<file path="src/cbc_pkg.sv">
// constants, field layout and types for the converter boot-config register bank
package cbc_pkg;

   // ------------------------------------------------------------
   // bus geometry
   // ------------------------------------------------------------
   localparam int          ADR_W          = 17;
   localparam int          DAT_W          = 32;
   localparam int          IDX_W          = 15;
   localparam int          IDX_LSB        = 2;

   // ------------------------------------------------------------
   // register indices (byte address is four times the index)
   // ------------------------------------------------------------
   localparam logic [14:0] PAIR_IDX       = 15'h7812;
   localparam logic [14:0] PHASE_IDX      = 15'h7813;
   localparam logic [14:0] CTRL_IDX       = 15'h7820;
   localparam logic [14:0] STAT_IDX       = 15'h7821;

   // ------------------------------------------------------------
   // field positions
   // ------------------------------------------------------------
   localparam int          SLOT4_LO       = 13;
   localparam int          VSEL4_LO       = 8;
   localparam int          SLOT3_LO       = 5;
   localparam int          VSEL3_LO       = 0;
   localparam int          INV_LO         = 12;
   localparam int          CAP4_LO        = 10;
   localparam int          CTRL_ON_BIT    = 0;
   localparam int          SLOT_W         = 3;
   localparam int          VSEL_W         = 5;
   localparam int          VCODE_W        = 7;
   localparam int          MV_W           = 12;
   localparam int          NCONV          = 4;
   localparam int          CAP_W          = 2;

   // ------------------------------------------------------------
   // reset values
   // ------------------------------------------------------------
   localparam logic [15:0] PAIR_RST       = 16'h0000;
   localparam logic [3:0]  INV_RST        = 4'h2;
   localparam logic [1:0]  CAP_RST        = 2'h0;

   // ------------------------------------------------------------
   // slot codes and voltage map
   // ------------------------------------------------------------
   localparam logic [2:0]  SLOT_OFF       = 3'h0;
   localparam logic [2:0]  SLOT_LAST      = 3'h5;
   localparam logic [2:0]  SLOT_HW1       = 3'h6;
   localparam logic [2:0]  SLOT_HW2       = 3'h7;
   localparam int          V_BASE_MV      = 850;
   localparam int          V_STEP_MV      = 25;
   localparam int          V_MAX_MV       = 3400;
   localparam logic [6:0]  V_SAT_CODE     = 7'h66;

   // ------------------------------------------------------------
   // timing
   // ------------------------------------------------------------
   localparam int          CLK_PERIOD_NS  = 10;
   localparam int          SLOT_TIME_US   = 2000;
   localparam int          SLOT_CYCLES    = SLOT_TIME_US * 1000 / CLK_PERIOD_NS;

   typedef enum logic [1:0] {CBC_IDLE, CBC_SAMPLE, CBC_RUN} cbc_state_t;

endpackage : cbc_pkg

</file>
<file path="src/cbc_seq_if.sv">
// sequencer timing signals shared by the controller, slot timer and converters
`timescale 1ns/1ps
interface cbc_seq_if;
   logic       run;
   logic       sample;
   logic [2:0] slot;
   logic       done;

   modport ctrl  (output run, output sample, input slot, input done);
   modport timer (input run, output slot, output done);
   modport conv  (input run, input sample, input slot);
endinterface : cbc_seq_if

</file>
<file path="src/cbc_slot_timer.sv">
// startup timeslot counter that steps to the next slot every SLOT_LEN clock cycles while run is high, stopping at SLOT_LAST
`timescale 1ns/1ps
module cbc_slot_timer
   import cbc_pkg::*;
#(
   parameter int SLOT_LEN = SLOT_CYCLES
)(
   input  wire logic sys_clk,
   input  wire logic resetn,
   cbc_seq_if.timer  seq
);
   logic [31:0] cnt;
   logic [31:0] next_cnt;
   logic [2:0]  next_slot;
   logic        next_done;

   always_comb begin
      next_cnt  = cnt;
      next_slot = seq.slot;
      if (!seq.run) begin
         next_cnt  = '0;
         next_slot = SLOT_OFF;
      end else if (seq.slot != SLOT_LAST) begin
         if (cnt == 32'(SLOT_LEN - 1)) begin
            next_cnt  = '0;
            next_slot = seq.slot + 3'h1;
         end else begin
            next_cnt = cnt + 32'h1;
         end
      end
      next_done = (next_slot == SLOT_LAST);
   end

   always_ff @(posedge sys_clk or negedge resetn) begin
      if (!resetn) begin
         cnt      <= '0;
         seq.slot <= SLOT_OFF;
         seq.done <= 1'b0;
      end else begin
         cnt      <= next_cnt;
         seq.slot <= next_slot;
         seq.done <= next_done;
      end
   end
endmodule : cbc_slot_timer

</file>
<file path="src/cbc_conv_start.sv">
// per-converter startup: samples slot and voltage, applies voltage, then enables
`timescale 1ns/1ps
module cbc_conv_start
   import cbc_pkg::*;
(
   input  wire logic               sys_clk,
   input  wire logic               resetn,
   cbc_seq_if.conv                 seq,
   input  wire logic [SLOT_W-1:0]  slot_code,
   input  wire logic [VSEL_W-1:0]  vsel,
   input  wire logic               hw_en1,
   input  wire logic               hw_en2,
   output logic      [SLOT_W-1:0]  held_slot,
   output logic      [VCODE_W-1:0] vcode,
   output logic      [MV_W-1:0]    mv,
   output logic                    en
);
   logic [SLOT_W-1:0]  next_held;
   logic [VCODE_W-1:0] next_vcode;
   logic [MV_W-1:0]    next_mv;
   logic               next_en;

   function automatic logic [MV_W-1:0] code_mv(input logic [VCODE_W-1:0] c);
      if (c >= V_SAT_CODE) begin
         return MV_W'(V_MAX_MV);
      end
      return MV_W'(V_BASE_MV + int'(c) * V_STEP_MV);
   endfunction : code_mv

   always_comb begin
      next_held  = held_slot;
      next_vcode = vcode;
      next_mv    = mv;
      next_en    = en;
      if (seq.sample) begin
         next_held  = slot_code;
         next_vcode = {vsel, 2'b00};
         next_mv    = code_mv({vsel, 2'b00});
      end
      if (!seq.run || seq.sample) begin
         next_en = 1'b0;
      end else begin
         case (held_slot)
            SLOT_OFF: next_en = 1'b0;
            SLOT_HW1: next_en = hw_en1;
            SLOT_HW2: next_en = hw_en2;
            default:  next_en = en | (seq.slot >= held_slot);
         endcase
      end
   end

   always_ff @(posedge sys_clk or negedge resetn) begin
      if (!resetn) begin
         held_slot <= SLOT_OFF;
         vcode     <= '0;
         mv        <= MV_W'(V_BASE_MV);
         en        <= 1'b0;
      end else begin
         held_slot <= next_held;
         vcode     <= next_vcode;
         mv        <= next_mv;
         en        <= next_en;
      end
   end
endmodule : cbc_conv_start

</file>
<file path="src/cbc_boot_regs.sv">
// converter boot-config register bank with Wishbone slave and bootstrap sequencer
// Operation
// - converter four startup slot is 3 bits at 15:13 of first register, reset zero
// - converter three startup slot is 3 bits at 7:5 of first register, reset zero
// - slot 0 disables, 1..5 are timeslots, 6 and 7 follow hardware enables
// - converter four keeps upper five voltage bits at 12:8, 100 mV steps, reset zero
// - converter three keeps upper five voltage bits at 4:0, 0.85 to 3.4 V
// - voltage code 00h is 0.85 V, linear 25 mV, 66h upward saturates at 3.4 V
// - clock invert bits for converters four to one sit at bits 15..12
// - converter two clock invert resets to one, the others reset to zero
// - converter four capacitor range is 2 bits at 11:10, reset 00
// - capacitor range changes only through configuration loading, else read-only
`timescale 1ns/1ps
module cbc_boot_regs
   import cbc_pkg::*;
#(
   parameter int SLOT_LEN = SLOT_CYCLES
)(
   input  wire logic               sys_clk,
   input  wire logic               resetn,
   input  wire logic               wb_cyc_i,
   input  wire logic               wb_stb_i,
   input  wire logic               wb_we_i,
   input  wire logic [ADR_W-1:0]   wb_adr_i,
   input  wire logic [3:0]         wb_sel_i,
   input  wire logic [DAT_W-1:0]   wb_dat_i,
   output logic      [DAT_W-1:0]   wb_dat_o,
   output logic                    wb_ack_o,
   input  wire logic               cfg_load,
   input  wire logic [IDX_W-1:0]   cfg_load_idx,
   input  wire logic [15:0]        cfg_load_data,
   input  wire logic               power_on_pin,
   input  wire logic               hw_enable1_pin,
   input  wire logic               hw_enable2_pin,
   output logic                    conv3_enable,
   output logic                    conv4_enable,
   output logic      [VCODE_W-1:0] conv3_vcode,
   output logic      [VCODE_W-1:0] conv4_vcode,
   output logic      [MV_W-1:0]    conv3_mv,
   output logic      [MV_W-1:0]    conv4_mv,
   output logic      [NCONV-1:0]   conv_clk_invert,
   output logic      [CAP_W-1:0]   conv4_cap_range
);

   // ------------------------------------------------------------
   // pin synchronisers
   // ------------------------------------------------------------
   logic [2:0] pin_meta;
   logic [2:0] pin_sync;

   always_ff @(posedge sys_clk or negedge resetn) begin
      if (!resetn) begin
         pin_meta <= 3'h0;
         pin_sync <= 3'h0;
      end else begin
         pin_meta <= {hw_enable2_pin, hw_enable1_pin, power_on_pin};
         pin_sync <= pin_meta;
      end
   end

   // ------------------------------------------------------------
   // register storage
   // ------------------------------------------------------------
   logic [15:0]      pair_cfg;
   logic [15:0]      next_pair_cfg;
   logic [NCONV-1:0] next_invert;
   logic [CAP_W-1:0] next_cap;
   logic             ctrl_on;
   logic             next_ctrl_on;
   logic             wr_seen;
   logic             next_wr_seen;

   logic             bus_req;
   logic             bus_wr;
   logic [IDX_W-1:0] bus_idx;
   logic             wr_pair;
   logic             wr_phase;
   logic             wr_ctrl;
   logic             load_pair;
   logic             load_phase;

   assign bus_req    = wb_cyc_i & wb_stb_i & ~wb_ack_o;
   assign bus_wr     = bus_req & wb_we_i;
   assign bus_idx    = wb_adr_i[ADR_W-1:IDX_LSB];
   assign wr_pair    = bus_wr & (bus_idx == PAIR_IDX);
   assign wr_phase   = bus_wr & (bus_idx == PHASE_IDX);
   assign wr_ctrl    = bus_wr & (bus_idx == CTRL_IDX);
   assign load_pair  = cfg_load & (cfg_load_idx == PAIR_IDX);
   assign load_phase = cfg_load & (cfg_load_idx == PHASE_IDX);

   // loading wins over a software write in the same cycle
   always_comb begin
      next_pair_cfg = pair_cfg;
      next_invert   = conv_clk_invert;
      next_cap      = conv4_cap_range;
      next_ctrl_on  = ctrl_on;
      next_wr_seen  = wr_seen | wr_pair | wr_phase | cfg_load;
      if (load_pair) begin
         next_pair_cfg = cfg_load_data;
      end else if (wr_pair) begin
         if (wb_sel_i[0]) begin
            next_pair_cfg[7:0] = wb_dat_i[7:0];
         end
         if (wb_sel_i[1]) begin
            next_pair_cfg[15:8] = wb_dat_i[15:8];
         end
      end
      if (load_phase) begin
         next_invert = cfg_load_data[INV_LO +: NCONV];
         next_cap    = cfg_load_data[CAP4_LO +: CAP_W];
      end else if (wr_phase && wb_sel_i[1]) begin
         next_invert = wb_dat_i[INV_LO +: NCONV];
      end
      if (wr_ctrl && wb_sel_i[0]) begin
         next_ctrl_on = wb_dat_i[CTRL_ON_BIT];
      end
   end

   always_ff @(posedge sys_clk or negedge resetn) begin
      if (!resetn) begin
         pair_cfg        <= PAIR_RST;
         conv_clk_invert <= INV_RST;
         conv4_cap_range <= CAP_RST;
         ctrl_on         <= 1'b0;
         wr_seen         <= 1'b0;
      end else begin
         pair_cfg        <= next_pair_cfg;
         conv_clk_invert <= next_invert;
         conv4_cap_range <= next_cap;
         ctrl_on         <= next_ctrl_on;
         wr_seen         <= next_wr_seen;
      end
   end

   // ------------------------------------------------------------
   // field views
   // ------------------------------------------------------------
   logic [SLOT_W-1:0] conv4_start_slot;
   logic [VSEL_W-1:0] conv4_start_voltage;
   logic [SLOT_W-1:0] conv3_start_slot;
   logic [VSEL_W-1:0] conv3_start_voltage;

   assign conv4_start_slot    = pair_cfg[SLOT4_LO +: SLOT_W];
   assign conv4_start_voltage = pair_cfg[VSEL4_LO +: VSEL_W];
   assign conv3_start_slot    = pair_cfg[SLOT3_LO +: SLOT_W];
   assign conv3_start_voltage = pair_cfg[VSEL3_LO +: VSEL_W];

   // ------------------------------------------------------------
   // bootstrap sequencer
   // ------------------------------------------------------------
   cbc_seq_if  seq ();
   cbc_state_t state;
   cbc_state_t next_state;
   logic       on_level;
   logic       on_prev;
   logic       on_rise;
   logic       next_run;
   logic       next_sample;
   logic [SLOT_W-1:0] held3;
   logic [SLOT_W-1:0] held4;

   assign on_level = pin_sync[0] | ctrl_on;
   assign on_rise  = on_level & ~on_prev;

   // off wins over everything: dropping the request clears run on the next cycle and the enables one cycle after that
   always_comb begin
      next_state  = state;
      next_run    = 1'b0;
      next_sample = 1'b0;
      case (state)
         CBC_IDLE: begin
            if (on_rise) begin
               next_state  = CBC_SAMPLE;
               next_sample = 1'b1;
            end
         end
         CBC_SAMPLE: begin
            next_state = on_level ? CBC_RUN : CBC_IDLE;
            next_run   = on_level;
         end
         CBC_RUN: begin
            next_run = on_level;
            if (!on_level) begin
               next_state = CBC_IDLE;
            end
         end
         default: next_state = CBC_IDLE;
      endcase
   end

   always_ff @(posedge sys_clk or negedge resetn) begin
      if (!resetn) begin
         state      <= CBC_IDLE;
         on_prev    <= 1'b0;
         seq.run    <= 1'b0;
         seq.sample <= 1'b0;
      end else begin
         state      <= next_state;
         on_prev    <= on_level;
         seq.run    <= next_run;
         seq.sample <= next_sample;
      end
   end

   cbc_slot_timer #(
      .SLOT_LEN (SLOT_LEN)
   ) u_timer (
      .sys_clk (sys_clk),
      .resetn  (resetn),
      .seq     (seq.timer)
   );

   cbc_conv_start u_conv3 (
      .sys_clk   (sys_clk),
      .resetn    (resetn),
      .seq       (seq.conv),
      .slot_code (conv3_start_slot),
      .vsel      (conv3_start_voltage),
      .hw_en1    (pin_sync[1]),
      .hw_en2    (pin_sync[2]),
      .held_slot (held3),
      .vcode     (conv3_vcode),
      .mv        (conv3_mv),
      .en        (conv3_enable)
   );

   cbc_conv_start u_conv4 (
      .sys_clk   (sys_clk),
      .resetn    (resetn),
      .seq       (seq.conv),
      .slot_code (conv4_start_slot),
      .vsel      (conv4_start_voltage),
      .hw_en1    (pin_sync[1]),
      .hw_en2    (pin_sync[2]),
      .held_slot (held4),
      .vcode     (conv4_vcode),
      .mv        (conv4_mv),
      .en        (conv4_enable)
   );

   // ------------------------------------------------------------
   // wishbone answer
   // ------------------------------------------------------------
   logic [DAT_W-1:0] rd_mux;
   logic [DAT_W-1:0] next_dat;
   logic             next_ack;

   // unmapped addresses still ack, reading zero, so the bus never hangs
   always_comb begin
      rd_mux = '0;
      case (bus_idx)
         PAIR_IDX:  rd_mux[15:0] = pair_cfg;
         PHASE_IDX: rd_mux[15:0] = {conv_clk_invert, conv4_cap_range, 10'h000};
         CTRL_IDX:  rd_mux[CTRL_ON_BIT] = ctrl_on;
         STAT_IDX:  rd_mux[15:0] = {conv4_enable, conv3_enable, seq.done, seq.slot,
                                    held4, held3, 1'b0, on_level, state};
         default:   rd_mux = '0;
      endcase
      next_ack = bus_req;
      next_dat = (bus_req && !wb_we_i) ? rd_mux : '0;
   end

   always_ff @(posedge sys_clk or negedge resetn) begin
      if (!resetn) begin
         wb_ack_o <= 1'b0;
         wb_dat_o <= '0;
      end else begin
         wb_ack_o <= next_ack;
         wb_dat_o <= next_dat;
      end
   end
endmodule : cbc_boot_regs

</file>
<file path="config.mk">
export PLATFORM = sky130hd
export DESIGN_NAME = cbc_boot_regs
export DESIGN_NICKNAME = d
export VERILOG_FILES = /design/src/cbc_pkg.sv /design/src/cbc_seq_if.sv /design/src/cbc_slot_timer.sv /design/src/cbc_conv_start.sv /design/src/cbc_boot_regs.sv
export SDC_FILE = /design/constraint.sdc
export NUM_CORES = 1
export LEC_CHECK = 0
export ABC_AREA = 1
export ABC_CLOCK_PERIOD_IN_PS = 3400
export BUFFER_PORTS_ARGS = -buffer_cell sky130_fd_sc_hd__buf_2
export CAP_MARGIN = 10
export CORE_ASPECT_RATIO = 0.7
export CORE_MARGIN = 2
export CORE_UTILIZATION = 55
export CTS_BUF_LIST = sky130_fd_sc_hd__clkbuf_16
export CTS_CLUSTER_SIZE = 20
export DETAILED_ROUTE_END_ITERATION = 10
export PLACE_DENSITY = 0.81
export SYNTH_ARGS = -nofsm -noshare
export SYNTH_HDL_FRONTEND = slang
export SYNTH_SLANG_ARGS = --single-unit
</file>
<file path="constraint.sdc">
create_clock -name sys_clk -period 3.4 [get_ports sys_clk]
set_clock_uncertainty 0.15 [all_clocks]
set_input_delay 0.17 -clock sys_clk [delete_from_list [all_inputs] [get_ports sys_clk]]
set_output_delay 0.17 -clock sys_clk [all_outputs]
set_load 0.03 [all_outputs]
</file>
# Word-level counts from Yosys, hierarchy flattened
# Index checks and enable logic that the tools add are counted.
dict set report word_totals {
  register_bits 129
  latchBits 0
  mem_bits_rw 0
  mem_bits_ro 0
  input_bits 93
  out_inout_bits 79
  elab_cells 117
  n_memories 0
}
dict set report classes {
  add_sub_neg 4
  multipliers 2
  div_mod_pow 0
  n_lt_le_gt_ge 4
  n_eq_ne 18
  shifts 0
  mux 34
  bitwise 14
  reduce_logical 17
}
# op count
set ops {}
lappend ops {{2-to-1 mux 32 bit} 3}
lappend ops {{equality test 15 bit, second input constant} 6}
lappend ops {{2-to-1 mux 12 bit} 4}
lappend ops {{2-to-1 mux 16 bit} 3}
lappend ops {{one-hot mux 15 bit (3 select lines)} 1}
lappend ops {{adder 32 x 1 -> 32 bit, second input constant} 1}
lappend ops {{equality test 32 x 18 -> 1 bit, second input constant} 1}
lappend ops {{adder 11 x 12 -> 12 bit, first input constant} 2}
lappend ops {{multiplier 5 x 5 -> 10 bit, second input constant} 2}
lappend ops {{2-to-1 mux 8 bit} 2}
lappend ops {{equality test 3 bit, second input constant} 5}
lappend ops {{greater-or-equal comparator 7 bit, second input constant} 2}
lappend ops {{bitwise AND 1 bit} 9}
lappend ops {{2-to-1 mux 1 bit} 9}
lappend ops {{2-to-1 mux 3 bit} 3}
lappend ops {{one-hot mux 1 bit (3 select lines)} 3}
lappend ops {{2-to-1 mux 4 bit} 2}
lappend ops {{nonzero test 2 bit} 4}
lappend ops {{greater-or-equal comparator 3 bit} 2}
lappend ops {{logical NOT 3 bit} 2}
lappend ops {{2-to-1 mux 2 bit} 3}
lappend ops {{one-hot mux 2 bit (3 select lines)} 1}
lappend ops {{AND reduction 2 bit} 3}
lappend ops {{!= test 2 bit, second input constant} 2}
lappend ops {{other kinds (12)} 18}

# Depth between registers and ports, before layout
dict set report depth {
  ltp_word 7
  mapped_depth 15
  mapped_depth_nobuf 15
}

# Cells and area by module
# From an unflattened synthesis, not the netlist that was laid out.
dict set report unflattened {
  hier_cells 1088
  area_unflattened_um2 8184.1
}
# module n_inst cells_per_inst area_each_um2 seq_area_each_um2
set modules_own_cells {}
lappend modules_own_cells {cbc_boot_regs 1 405 2974.1 1277.5}
lappend modules_own_cells {cbc_slot_timer 1 335 2367.3 900.9}
lappend modules_own_cells {{cbc_conv_start at u_conv3} 1 175 1443.9 506.7}
lappend modules_own_cells {{cbc_conv_start at u_conv4} 1 173 1398.8 506.7}

# Worst setup path before layout
# Ideal clock, no wire load.
dict set report synth_path {
  path_kind {register -> register}
  startpoint {reg pair_cfg[11]}
  endpoint {reg u_conv4.mv[10]}
  setup_time_ps 120
  arrival_time_ps 2283
  required_ps 3130
  path_slack_ps 847
  stages_incl_launch_ff 14
  n_path_buf 0
  period_less_slack_ps 2553
  path_cell_list {dfrtp_1 -> inv_1 -> ha_1 -> inv_1 -> ha_1 -> ha_1 -> ha_1 -> nand3_1 -> nand2_1 -> xor2_1 -> o21bai_1 -> nand3_1 -> o21ai_0 -> inv_1}
}
dict set report synth_between {
  elab_chain_len 4
  elab_cells_between_ends 6
  classes_between {add/sub: 1; mul: 1; order compare: 1; mux: 3}
}
# item line
set synth_lines {}
lappend synth_lines {{start: declaration} cbc_boot_regs.sv:64} ;# logic [15:0] pair_cfg;
lappend synth_lines {{start signal: assignment} cbc_boot_regs.sv:127} ;# pair_cfg <= next_pair_cfg;
lappend synth_lines {{branches (longest 3 deep; another with adder 11 x 12 -> 12 bit)} n/a}
lappend synth_lines {{2-to-1 mux 12 bit (*)} cbc_conv_start.sv:27} ;# return MV_W'(V_BASE_MV + int'(c) * V_STEP_MV);
lappend synth_lines {{end signal: assignment} cbc_conv_start.sv:56} ;# mv <= MV_W'(V_BASE_MV);
lappend synth_lines {{end signal: assignment} cbc_conv_start.sv:61} ;# mv <= next_mv;
lappend synth_lines {{end: declaration} cbc_conv_start.sv:15} ;# output logic [MV_W-1:0] mv,
# Mark *: on every way between the ends. The select of a mux whose other input is x is not followed.
# A chain may end at the register's enable or synchronous reset.

# Worst setup path in the final report
dict set report layout_path {
  startpoint {reg pair_cfg[3]}
  endpoint {reg u_conv3.mv[10]}
}
dict set report layout_between {
  elab_chain_len 4
  elab_cells_between_ends 6
  classes_between {add/sub: 1; mul: 1; order compare: 1; mux: 3}
}
# item line
set layout_lines {}
lappend layout_lines {{branches (longest 3 deep; another with adder 11 x 12 -> 12 bit)} n/a}
lappend layout_lines {{2-to-1 mux 12 bit (*)} cbc_conv_start.sv:27}
lappend layout_lines {{end signal: assignment} cbc_conv_start.sv:56}
lappend layout_lines {{end signal: assignment} cbc_conv_start.sv:61}
lappend layout_lines {{end: declaration} cbc_conv_start.sv:15}
# Marked as above.

==> run summary <==
STA
• 44.2% — worst slew margin relative to its limit
• 0 — number of pins with negative max-slew slack in the final report
• 0.837 ns — slew at the pin with the worst max-slew slack
• 0 — final setup violating endpoints
• 0 ns — Total Negative Setup Slacks
• 0.540 ns — min setup slack post-route
• false — unrepaired setup endpoints after global routing
• 84.1% — part of the cycle the worst path needs
• 350 MHz — Max Freq
• 0 — endpoints failing hold
• 2.86 ns — min cycle time layout

Power and ir drop
• 466 nW/um^2 — total power per unit cell area
• 0.00318 W — cell internal power dissipation
• 38.6% — proportion of power drawn by flip-flops and latches
• 18.1% — portion of total power attributed to combinational logic
• 29.4% — Switching Fraction
• 5.14 nW — static leakage power
• 0.00133 W — Net Switching
• 0.00451 W — total power
• 43.3% — Clk pwr share
• 0.000306 V — maximum vdd ir drop

Critical path
• 3.56 ns — Req. time, crit path
• flip-flop — type of element launching the critical path
• inv_1, ha_1, inv_1, ha_1, ha_1, ha_1, nand3_1, nand2_1, xor2_1, o21bai_1, nand3_1, o21ai_0, inv_1 — series of cell instances along the critical path
• dfrtp_1 — CP max stage cell
• adder cells — critical path's top delay family
• 3 — CP Buf/Inv Count
• 0.41 ns — largest stage delay on the critical path
• 0.54 ns — r2r setup slk
• 4 — worst-path maximum fanout
• ha_1 — cell type with the highest occurrence count on the critical path
• 3.02 ns — Crit path arrival time
• pair_cfg[3] — worst r2r src
• u_conv3.mv[10] — critical register-to-register path endpoint
• flip-flop — CP endpoint kind
• reg -> reg — kind of critical path
• 13 — worst reg2reg path depth

CTS
• 0 — buffer count from post-CTS setup fixing
• yes — CTS tree
• 4 — number of H-tree levels
• 17 — TritonCTS Buffers
• clkbuf_16 — Root Buffer
• 2 — Clock Tree Buf Depth
• 0.05 ns — clock slew seen by the registers of the worst setup and hold paths
• 0.42 ns — clk_lat worst skew
• 0 — cells resized by post-CTS repair
• 127 — CTS sink cnt

Global route
• 35700 um — first-pass GRT wire length
• met2 — layer with the highest usage
• 0 — initial antenna violation count
• 0 — leftover overflow at the end of global routing
• 42.6% — global-route track usage on met1
• 66 — largest net degree at the start of global routing
• 29.3% — Global Route Usage Sum
• 7215 — number of global-route vias before repair
• 7.32% — met3 usage in global routing
• 43.2% — global-route met2 utilization

Synth
• nand2_1 — most numerous cell in the Yosys netlist
• 47 — distinct cell type count after synthesis
• 127 — flip-flop and latch count after synthesis
• 7.61 um^2 — Avg Synthesized Cell Area
• 1042 — Cells after Synth
• 0 — Ys Warns
• 40.3% — proportion of synthesized chip area in sequential cells
• dfrtp_1 — Main synth FF type
• 36.6% — share of the synthesized area in the top cell type
• 100% — fraction of synthesis flops using an asynchronous set or reset pin
• dfrtp_1, nand2_1, ha_1 — top cells by area in the synthesized netlist
• nand2_1, inv_1, dfrtp_1 — Commonest cells post-synth
• dfrtp_1 — Yosys top cell by area
• 7930 um^2 — post-synthesis cell area
• 0 — EDFF count, synth

Detailed routing
• 7561 — via count
• 0 — post-detailed-route count of antenna-violating nets
• 15.1 um — drt wl/cell
• 21300 um — total length of routed wires
• 0 — number of design rule violations left after detail routing
• 8 — detailed-routing iteration count for the pre-antenna-repair pass
• 5.35 — number of vias per cell
• 660 — Detailed Route Iter0 Violations

Cells and area
• 16.9% — share of cells above drive strength 1
• 22.0% — area added between synthesis and finish
• 1356 — total number of nets in the final design
• 0 — antenna cells
• 1106 — fill count
• 9670 um^2 — final standard cell area without fillers

Floorplan
• 148 um — Horiz. Die Dim
• 15400 um^2 — DIE AREA
• 172 — number of I/O pins
• 104 um — die boundary height
• 36 — number of core rows
• 56.6% — effective utilization at floorplan
• 14000 um^2 — core region area

Place
• 8700 um^2 — standard cell area after detailed placement
• 15500 um — detailed placement HPWL
• 0.952 — placer congestion estimate
• 129 — IO Port Bufs
• 0.585 ns — Place WS

Min path
• 5 — hold depth
• in -> reg — type of the tightest min-delay check
• wb_dat_i[4] — source of the worst hold timing path
• pair_cfg[4] — endpoint with the worst hold slack

Flow run
• 0 — max capacitance violation total

Outcome
• completed — result of the run

-- through the flow --
| stage | instances | hold WS (ns) | util, % |
|---|---|---|---|
| after detailed placement | 1347 | 0.129 | 62.1 |
| final | 1413 | 0.00240 | 69.1 |
| after floorplan | 1063 | -0.276 | - |
| after global placement | 1347 | 0.131 | 62.1 |
| after CTS | 1413 | 0.000498 | 69.1 |
| after global routing | 1413 | 0.00557 | 69.1 |
-- tightest hold or removal path: cells and delay by family --
family | cells | cell delay [ns]
compound gates | 1 | 0.10
buf+inv | 1 | 0.08
simple gates | 3 | 0.19
-- placed cells by master, fill, tap and decap left out, drive strengths merged, types with 3 or more instances in the layout --
master         n
nand2        293
buf          136
inv          135
nor2         120
dfrtp        116
o21ai         64
nand3         62
ha            50
nand4         42
dlygate4sd3   35
a21oi         25
nor3          23
conb          22
xor2          21
clkbuf        17
dfstp         11
xnor2          5
bufinv         5
nor4           5
and3           4
o21bai         4
clkinv         4
a21o           3
clkinvlp       3
-- sequential cells by signal (all words and copies together), names as in the netlist, 2 cells and up --
register / count
conv4_cap_range: 2
pin_sync: 3
state: 2
u_conv3.vcode: 5
u_conv4.mv: 11
u_timer.cnt: 32
conv_clk_invert: 4
pair_cfg: 16
wb_dat_o: 16
pin_meta: 3
u_conv4.vcode: 5
u_timer.seq.slot: 3
u_conv3.held_slot: 3
u_conv4.held_slot: 3
u_conv3.mv: 11
-- what timing repair did --
| action | CTS | global route |
|---|---|---|
| hold endpoints to repair | 84 | 0 |
| endpoints found under the setup margin | 0 | 0 |
| hold buffers | 35 | 0 |
-- routing by layer --
| metal | share of wire, % | up-vias | wire length [um] |
|---|---|---|---|
| li1 | - | 3654 | - |
| met1 | 46 | 3484 | 9730 |
| met2 | 43 | 387 | 9240 |
| met3 | 9.2 | 36 | 1970 |
| met4 | 1.8 | 0 | 390 |
| met5 | 0 | - | 0 |
-- how the worst max path moves through the flow --
stage                       startpoint  depth (start not counted)              to  slack (ns)
after floorplan           pair_cfg[11]                         13  u_conv4.mv[10]        0.85
after global placement     pair_cfg[3]                         13  u_conv3.mv[10]        0.61
after detailed placement   pair_cfg[3]                         13  u_conv3.mv[10]        0.58
after CTS                  pair_cfg[3]                         13  u_conv3.mv[10]        0.55
after global routing       pair_cfg[3]                         13  u_conv3.mv[10]        0.32
final                      pair_cfg[3]                         13  u_conv3.mv[10]        0.54
-- area by class of cell --
type | instances | area [um^2] | area share [%]
well taps | 190 | 238 | 2.46
clock inverters | 14 | 200 | 2.07
multi-input cells | 761 | 4050 | 41.9
clock buffers | 17 | 425 | 4.40
repair buffers | 171 | 1060 | 11.0
flip-flops and latches | 127 | 3190 | 33.0
inverters | 133 | 502 | 5.19
-- power groups by stage --
stage	sequential [W]	combinational [W]	clock [W]
floorplan	0.00195	0.000333	0
finish	0.00174	0.000815	0.00195
CTS	0.00174	0.000812	0.00197
global placement	0.00176	0.000762	0
global route	0.00175	0.000889	0.00204
detailed placement	0.00176	0.000779	0
-- cells by family after synthesis --
family	count (synthesis)	synth area share, %
AO/OA/AOI/OAI	107	7.83
adder cells (fa/ha/maj)	52	8.40
AND/OR/NAND/NOR	553	30.9
buffers and inverters	175	9.61
XOR/XNOR	26	2.87
flip-flops	127	40.3
multiplexers	1	0.126
other	1	0.0473
(Power assumes the default switching activity.)
